[src/rtl/urxdma_pkg.sv]
// shared constants of the uart receive dma channel control block
package urxdma_pkg;
   // register indices; the bus byte address is four times the index
   localparam logic [15:0] CTRL_IDX = 16'hFFE4;
   localparam logic [15:0] STAT_IDX = 16'hFFE5;
   localparam logic [31:0] CTRL_ADDR = {14'h0000, CTRL_IDX, 2'h0};
   localparam logic [31:0] STAT_ADDR = {14'h0000, STAT_IDX, 2'h0};
   // control register fields
   localparam int CTRL_EDB_LSB = 0;
   localparam int CTRL_DIR_BIT = 3;
   localparam int CTRL_BSEL_BIT = 4;
   localparam int CTRL_CONT_BIT = 5;
   localparam int CTRL_INE_BIT = 6;
   localparam int CTRL_RUN_BIT = 7;
   // status register fields
   localparam int STAT_OVF_BIT = 0;
   localparam int STAT_TFLG_BIT = 1;
   localparam int STAT_TMO_LSB = 2;
   localparam int STAT_TEN_BIT = 7;
   // reset values
   localparam logic [2:0] EDB_RST = 3'h0;
   localparam logic [4:0] TMO_RST = 5'h00;
   localparam logic DIR_VALUE = 1'b1;
   // ahb-lite encodings and field widths
   localparam logic HRESP_OKAY = 1'b0;
   localparam int TMO_W = 5;
   localparam int BCNT_W = 8;
endpackage

[src/rtl/urxdma_ctrl.sv]
// control and termination of the uart receive dma channel, ahb-lite registers
//
// What this block does
// - irq_on_done_enable bit six, reset zero
// - enabled: interrupt when channel_run falls, except on receiver error
// - disabled: no interrupt, flags keep channel_run
// - hardware clears channel_run on finish or error
// - halt on receiver error, or on time-out when enabled
// - halt writes byte count
// - time-out halt interrupts when enabled
// - receiver error halt raises no interrupt
// - status register holds time-out and overflow
// - five-bit time-out reloads per byte, ticks down
// - overflow_flag clears on write one only
// - burst stops at byte limit or error
//
// Local design decision: the AHB-Lite slave port.
`timescale 1ns/1ps
`default_nettype none
module urxdma_ctrl
   import urxdma_pkg::*;
#(
   parameter int BW = BCNT_W
)(
   input wire logic I_CLOCK,
   input wire logic I_RSTN,
   input wire logic I_HSEL,
   input wire logic [31:0] I_HADDR,
   input wire logic [1:0] I_HTRANS,
   input wire logic I_HWRITE,
   input wire logic [2:0] I_HSIZE,
   input wire logic I_HREADY,
   input wire logic [31:0] I_HWDATA,
   output logic [31:0] O_HRDATA,
   output logic O_HREADYOUT,
   output logic O_HRESP,
   input wire logic I_BYTE_DONE,
   input wire logic I_RX_ERROR,
   input wire logic I_OVERRUN,
   input wire logic I_FRAME_TICK,
   input wire logic [BW-1:0] I_BYTE_LIMIT,
   output logic O_RUN,
   output logic O_CONTINUOUS,
   output logic O_BUFFER_SEL,
   output logic [2:0] O_EDB_PTR,
   output logic O_IRQ,
   output logic O_WB_VALID,
   output logic [BW-1:0] O_WB_COUNT
);
   typedef struct packed {
      logic [2:0] edb_ptr;
      logic buf_sel;
      logic cont_sel;
      logic irq_on_done_enable;
      logic run;
      logic ovf_flag;
      logic tmo_flag;
      logic [TMO_W-1:0] tmo_val;
      logic timeout_count_enable;
      logic [BW-1:0] byte_cnt;
      logic wb_valid;
      logic [BW-1:0] wb_count;
      logic irq;
      logic wr_ctrl;
      logic wr_stat;
      logic [31:0] rdata;
   } urxdma_ctrl_s;

   urxdma_ctrl_s s_q;
   urxdma_ctrl_s s_d;

   logic tmo_exp;
   logic addr_ok;
   logic wr_ctrl;
   logic wr_stat;
   logic [7:0] wdat;
   logic run_set;
   logic sw_clr;
   logic active;
   logic ev_err;
   logic ev_ovf;
   logic ev_tmo;
   logic ev_burst;
   logic halt;
   logic [BW-1:0] cnt_next;

   function automatic logic [7:0] ctrl_image(input urxdma_ctrl_s s);
      logic [7:0] v;
      v = 8'h00;
      v[CTRL_EDB_LSB +: 3] = s.edb_ptr;
      v[CTRL_DIR_BIT] = DIR_VALUE;
      v[CTRL_BSEL_BIT] = s.buf_sel;
      v[CTRL_CONT_BIT] = s.cont_sel;
      v[CTRL_INE_BIT] = s.irq_on_done_enable;
      v[CTRL_RUN_BIT] = s.run;
      return v;
   endfunction

   function automatic logic [7:0] stat_image(input urxdma_ctrl_s s);
      logic [7:0] v;
      v = 8'h00;
      v[STAT_OVF_BIT] = s.ovf_flag;
      v[STAT_TFLG_BIT] = s.tmo_flag;
      v[STAT_TMO_LSB +: TMO_W] = s.tmo_val;
      v[STAT_TEN_BIT] = s.timeout_count_enable;
      return v;
   endfunction

   urxdma_tmo #(
      .W(TMO_W)
   ) u_tmo (
      .i_clk(I_CLOCK),
      .i_rstn(I_RSTN),
      .i_enable(s_q.run && s_q.timeout_count_enable),
      .i_load(I_BYTE_DONE),
      .i_value(s_q.tmo_val),
      .i_tick(I_FRAME_TICK),
      .o_expire(tmo_exp)
   );

   // zero-wait slave: writes land in the data phase after the address phase
   assign addr_ok = I_HSEL && I_HREADY && I_HTRANS[1];
   assign wr_ctrl = s_q.wr_ctrl;
   assign wr_stat = s_q.wr_stat;
   assign wdat = I_HWDATA[7:0];
   assign run_set = wr_ctrl && wdat[CTRL_RUN_BIT];
   assign sw_clr = wr_ctrl && !wdat[CTRL_RUN_BIT] && s_q.run;
   // a run written in the same cycle as a termination still counts as running
   assign active = s_q.run || run_set;
   assign ev_err = active && I_RX_ERROR;
   assign ev_ovf = active && I_OVERRUN;
   assign ev_tmo = active && tmo_exp;
   // a byte taken in the starting cycle is the first of the new transfer, not old count plus one
   assign cnt_next = (run_set && !s_q.run) ? BW'(1) : s_q.byte_cnt + BW'(1);
   assign ev_burst = active && !s_q.cont_sel && I_BYTE_DONE && cnt_next == I_BYTE_LIMIT;
   // with interrupts off, flags only report and leave the channel enabled
   assign halt = ev_err || ev_burst || (s_q.irq_on_done_enable && (ev_tmo || ev_ovf));

   always_comb
   begin
      s_d = s_q;
      s_d.wb_valid = 1'b0;
      s_d.irq = 1'b0;
      s_d.wr_ctrl = 1'b0;
      s_d.wr_stat = 1'b0;
      if (wr_ctrl)
      begin
         s_d.edb_ptr = wdat[CTRL_EDB_LSB +: 3];
         s_d.buf_sel = wdat[CTRL_BSEL_BIT];
         s_d.cont_sel = wdat[CTRL_CONT_BIT];
         s_d.irq_on_done_enable = wdat[CTRL_INE_BIT];
         s_d.run = wdat[CTRL_RUN_BIT];
      end
      if (wr_stat)
      begin
         s_d.tmo_val = wdat[STAT_TMO_LSB +: TMO_W];
         s_d.timeout_count_enable = wdat[STAT_TEN_BIT];
         if (wdat[STAT_OVF_BIT])
            s_d.ovf_flag = 1'b0;
         if (wdat[STAT_TFLG_BIT])
            s_d.tmo_flag = 1'b0;
      end
      // set wins over a same-cycle write-one clear
      if (ev_ovf)
         s_d.ovf_flag = 1'b1;
      if (ev_tmo)
         s_d.tmo_flag = 1'b1;
      if (run_set && !s_q.run)
         s_d.byte_cnt = '0;
      if (active && I_BYTE_DONE)
         s_d.byte_cnt = cnt_next;
      if (halt)
      begin
         s_d.run = 1'b0;
         s_d.wb_valid = 1'b1;
         s_d.wb_count = s_d.byte_cnt;
      end
      // receiver errors are reported by the uart itself, not here
      s_d.irq = s_q.irq_on_done_enable && ((halt && !ev_err) || (sw_clr && !halt));
      if (addr_ok)
      begin
         s_d.wr_ctrl = I_HWRITE && I_HADDR == CTRL_ADDR;
         s_d.wr_stat = I_HWRITE && I_HADDR == STAT_ADDR;
         // read image taken from next state so a prior write is visible
         if (I_HWRITE)
            s_d.rdata = 32'h00000000;
         else if (I_HADDR == CTRL_ADDR)
            s_d.rdata = {24'h000000, ctrl_image(s_d)};
         else if (I_HADDR == STAT_ADDR)
            s_d.rdata = {24'h000000, stat_image(s_d)};
         else
            s_d.rdata = 32'h00000000;
      end
   end

   always_ff @(posedge I_CLOCK or negedge I_RSTN)
   begin
      if (!I_RSTN)
      begin
         s_q <= '0;
         s_q.edb_ptr <= EDB_RST;
         s_q.tmo_val <= TMO_RST;
      end
      else
      begin
         s_q <= s_d;
      end
   end

   assign O_HRDATA = s_q.rdata;
   assign O_HREADYOUT = 1'b1;
   assign O_HRESP = HRESP_OKAY;
   assign O_RUN = s_q.run;
   assign O_CONTINUOUS = s_q.cont_sel;
   assign O_BUFFER_SEL = s_q.buf_sel;
   assign O_EDB_PTR = s_q.edb_ptr;
   assign O_IRQ = s_q.irq;
   assign O_WB_VALID = s_q.wb_valid;
   assign O_WB_COUNT = s_q.wb_count;
endmodule
`default_nettype wire

[src/rtl/urxdma_tmo.sv]
// idle time-out down counter, stepped by frame-start pulses
`timescale 1ns/1ps
`default_nettype none
module urxdma_tmo
   import urxdma_pkg::*;
#(
   parameter int W = TMO_W
)(
   input wire logic i_clk,
   input wire logic i_rstn,
   input wire logic i_enable,
   input wire logic i_load,
   input wire logic [W-1:0] i_value,
   input wire logic i_tick,
   output logic o_expire
);
   typedef struct packed {
      logic [W-1:0] cnt;
      logic armed;
      logic expire;
   } urxdma_tmo_s;

   urxdma_tmo_s s_q;
   urxdma_tmo_s s_d;

   always_comb
   begin
      s_d = s_q;
      s_d.expire = 1'b0;
      if (!i_enable)
      begin
         s_d.armed = 1'b0;
         s_d.cnt = '0;
      end
      else if (i_load)
      begin
         // counting starts only after the first byte of a transfer
         s_d.cnt = i_value;
         s_d.armed = 1'b1;
      end
      else if (i_tick && s_q.armed)
      begin
         if (s_q.cnt <= W'(1))
         begin
            s_d.expire = 1'b1;
            s_d.armed = 1'b0;
            s_d.cnt = '0;
         end
         else
         begin
            s_d.cnt = s_q.cnt - W'(1);
         end
      end
   end

   always_ff @(posedge i_clk or negedge i_rstn)
   begin
      if (!i_rstn)
         s_q <= '0;
      else
         s_q <= s_d;
   end

   assign o_expire = s_q.expire;
endmodule
`default_nettype wire

[config.mk]
export PLATFORM = sky130hd
export DESIGN_NAME = urxdma_ctrl
export DESIGN_NICKNAME = d
export VERILOG_FILES = /design/src/rtl/urxdma_pkg.sv /design/src/rtl/urxdma_ctrl.sv /design/src/rtl/urxdma_tmo.sv
export SDC_FILE = /design/constraint.sdc
export NUM_CORES = 1
export LEC_CHECK = 0
export ABC_AREA = 0
export BUFFER_PORTS_ARGS = -buffer_cell sky130_fd_sc_hd__clkbuf_2
export CAP_MARGIN = 20
export CORE_UTILIZATION = 51
export CTS_CLUSTER_SIZE = 8
export DETAILED_ROUTE_END_ITERATION = 12
export HOLD_SLACK_MARGIN = 0.08
export PLACE_DENSITY = 0.86
export SYNTH_ARGS = -nofsm -noshare
export SYNTH_HDL_FRONTEND = slang
export SYNTH_SLANG_ARGS = --single-unit
[constraint.sdc]
create_clock -name I_CLOCK -period 3.7 [get_ports I_CLOCK]
set_input_delay 0.37 -clock I_CLOCK [delete_from_list [all_inputs] [get_ports I_CLOCK]]
set_output_delay 0.37 -clock I_CLOCK [all_outputs]
set_load 0.02 [all_outputs]
==> flow_summary.toml <==
[global_route]
grt_pass1_wl_microns = 10650
grt.overflow.total = 0
grt_max_degree = 28
antenna_found_initial = 0
grt_pass1_vias = 2284
track_usage = 0.2234

[floorplanning]
dieArea_sq_um = 6121
initial_utilization = 0.5350
die_w_microns = 78.24
io-pin-count = 136
die_height_microns = 78.24
rows = 27
fp.coreArea_sq_um = 5540

[critical_path]
worstReg2RegEnd = "O_WB_COUNT[0]$_DFFE_PN0P_"
critPathMaxFanout = 11
arrival_ps = 3170
worstSetupStartpointType = "register"
crit_top_cell = "xor2_1"
criticalPathCategory = "reg2reg"
reg2reg_depth = 8
crit_family = "compound AO/OA/AOI/OAI gates"
cp.required_ps = 3910
cp_num_buf_inv = 0
slowest_delay_ps = 710
path_cells = "ha_1 -> nand3_1 -> xor2_1 -> xor2_1 -> nand4b_1 -> o311ai_1 -> a21oi_2 -> mux2_1"
cp-end-kind = "register"
crit_path_top_delay_cell = "a21oi_2"
rr_startpoint = "s_q[44]$_DFF_PN0_"
r2r_setup_slack_ps = 750

[finish]
syn_to_final_growth_pct = 10.81
drive_gt1_frac = 0.3079
nets = 455
diodes = 0
final_cell_mix = "81 x clkbuf_2, 50 x dfrtp_1, 33 x nand2_1, 26 x conb_1, 20 x nor2_1"
finish.utilization = 0.5928
layout_commonest_cell = "clkbuf_2"

[status]
status = "complete, no violations"

[synthesis]
async_reset_ff_frac = 1.000
synth_top_family_by_area = "simple AND/OR/NAND/NOR gates"
synth_edf_count = 0
netlist_area_sq_um = 2964
synth_compound_area_frac = 0.1131
synth-seq-area-share = 0.4221
synth_cell_type_count = 52
synth-xor-area-share = 0.04728
ys_seq_elements = 50
avgSynthCellArea_sq_um = 9.687
muxShareOfSynthArea = 0.09118
synth_cells = 306
synthSimpleGateAreaFrac = 0.1710
yosys_warnings = 0
yosys.area_share.adder = 0.01266
synth_flop_cell = "dfrtp_1"

[power]
vdd_ir_drop_max_mv = 0.1763
p_leak_nw = 1.636
p_per_area_nw_per_um2 = 297.9

[timing]
worstMarginPinSlew_ps = 847.9
fin_skew_ps = 11.20
slew_headroom = 0.4347
setup_viol = 0
hold_viol = 0
rsz0062_at_grt = "no"
fmax_ghz = 0.3388
slew_violations = 0
period_minus_slack_ps = 2951
hold_slack_ps = 311.1
finalCritPeriodShare = 0.7977
tns_ps = 0

[clock_tree]
htreeDepth = 2
postCtsSetupBuffers = 0
cts_sinks = 50
clk_pin_slew_ps = 100
clock-root-buffer = "clkbuf_8"
cts_tree = "done"
numCtsBuffers = 5
clk_latency_ps = 320
cts_buffer_depth = 2

[worst_hold_path]
min_path_cells = 2
min_to = "s_q[55]$_DFF_PN0_"
hold_start = "I_HWDATA[4]"
hp-class = "in2reg"

[run]
maxCapViolCount = 0

[placed_design]
place.gp.congestion = 0.9161
dp.final_hpwl_microns = 4895
portBuffers = 81

[route]
postRouteAntennaNets = 0
dr_total_vias = 2400
wl_per_cell_microns = 14.44
viasPerCell = 5.467
drt_iter0_drc = 244
first_pass_iters = 5
drc = 0
wl_microns = 6340
## layout make-up
cell class	instances	area [sq um]
tap	72	90.09
timing repair buffer	84	430.4
multi-input combinational	217	1388
sequential	50	1251
clock buffer	5	68.82
fill	476	2256
clock inverter	3	26.28
inverter	8	30.03
## how the worst max path moves through the flow
stage / start / slack [ps] / to / depth (start not counted)
6_report: s_q[44]$_DFF_PN0_ / 750 / O_WB_COUNT[0]$_DFFE_PN0P_ / 8
5_1_grt: s_q[44]$_DFF_PN0_ / 530 / O_WB_COUNT[0]$_DFFE_PN0P_ / 8
4_1_cts: s_q[44]$_DFF_PN0_ / 750 / O_WB_COUNT[0]$_DFFE_PN0P_ / 8
3_5_place_dp: s_q[44]$_DFF_PN0_ / 800 / O_WB_COUNT[0]$_DFFE_PN0P_ / 8
3_3_place_gp: s_q[44]$_DFF_PN0_ / 900 / O_WB_COUNT[0]$_DFFE_PN0P_ / 8
2_1_floorplan: s_q[44]$_DFF_PN0_ / 1170 / O_WB_COUNT[1]$_DFFE_PN0P_ / 9
## synth_stat cells, types with 2 or more instances
| cell type | number | share of area |
|---|---|---|
| a32oi_1 | 2 | 0.0059 |
| nor3_1 | 6 | 0.010 |
| mux2_4 | 7 | 0.035 |
| buf_2 | 2 | 0.0034 |
| o21ai_1 | 6 | 0.010 |
| and2_1 | 3 | 0.0063 |
| mux2_2 | 11 | 0.042 |
| nand2_1 | 33 | 0.042 |
| dfrtp_1 | 50 | 0.42 |
| a31oi_1 | 2 | 0.0042 |
| conb_1 | 2 | 0.0025 |
| or4b_1 | 2 | 0.0068 |
| ha_1 | 3 | 0.013 |
| nor2_1 | 20 | 0.025 |
| nand3_1 | 4 | 0.0068 |
| a21oi_1 | 12 | 0.020 |
| o21ai_0 | 7 | 0.012 |
| and3_1 | 3 | 0.0063 |
| inv_1 | 7 | 0.0089 |
| a22o_1 | 2 | 0.0059 |
| nand4b_1 | 4 | 0.012 |
| nor4_1 | 8 | 0.017 |
| nor2b_1 | 2 | 0.0042 |
| a22oi_1 | 6 | 0.015 |
| mux2i_1 | 3 | 0.010 |
| xor2_1 | 8 | 0.024 |
| buf_4 | 45 | 0.11 |
| xnor2_1 | 8 | 0.024 |
| nand2b_1 | 2 | 0.0042 |
| or3_1 | 2 | 0.0042 |
| or4_1 | 2 | 0.0051 |
| nand3b_1 | 2 | 0.0051 |
| o31ai_1 | 3 | 0.0076 |
| clkbuf_1 | 7 | 0.0089 |
| o21a_1 | 2 | 0.0051 |
| nand4_1 | 2 | 0.0042 |
## power by group
part           leakage [nW]  internal (mW)  switching [mW]  total, mW
sequential            0.699          0.546  0.000000000423      0.546
clock                0.0495          0.141           0.208      0.348
combinational         0.888         0.0284          0.0556     0.0839
total                  1.64          0.715           0.263      0.978
## cell families after synthesis
kind of cell | Yosys count
flip-flops | 50
multiplexers | 22
AND/OR/NAND/NOR | 99
buffers and inverters | 63
other | 2
AO/OA/AOI/OAI | 51
adder cells (fa/ha/maj) | 3
XOR/XNOR | 16
## per-layer routing
metal,global-route usage,up-vias,share of wire
li1,-,1122,-
met1,0.2750,1132,0.41
met3,0.04070,18,0.067
met2,0.3825,128,0.49
met5,0,-,0
met4,0.09815,0,0.030
## repair_timing
item	4_1_cts	5_1_grt
hold endpoints to repair	23	0
hold buffers	1	0
gates resized for setup	0	0
## stage by stage
step | total power, mW | cells | setup WS [ps] | instance area [sq um]
6_report | 0.9783 | 439 | 748.6 | 3284
5_1_grt | 1.018 | 439 | 525.7 | 3284
4_1_cts | 0.9838 | 439 | 750.9 | 3284
3_5_place_dp | 0.6404 | 430 | 796.4 | 3179
3_3_place_gp | 0.6385 | 430 | 896.0 | 3179
2_1_floorplan | 0.6122 | 330 | 1170 | 3054
## flip-flops by register name, summed over array words and instances, names as in the netlist
| register | count |
|---|---|
| O_IRQ | 1 |
| O_WB_COUNT | 8 |
| O_RUN | 1 |
| s_q | 17 |
| O_BUFFER_SEL | 1 |
| wr_ctrl | 1 |
| O_HRDATA | 8 |
| u_tmo.s_q | 6 |
| wr_stat | 1 |
| O_WB_VALID | 1 |
| O_CONTINUOUS | 1 |
| O_EDB_PTR | 3 |
| u_tmo.o_expire | 1 |
## worst reg2reg max path, stage by stage, from the launching register on
cell and delay [ps]:
dfrtp_1 530, ha_1 260, nand3_1 230, xor2_1 360
xor2_1 110, nand4b_1 110, o311ai_1 150, a21oi_2 710
mux2_1 380
Note: power is estimated with default switching activity, not from simulation.
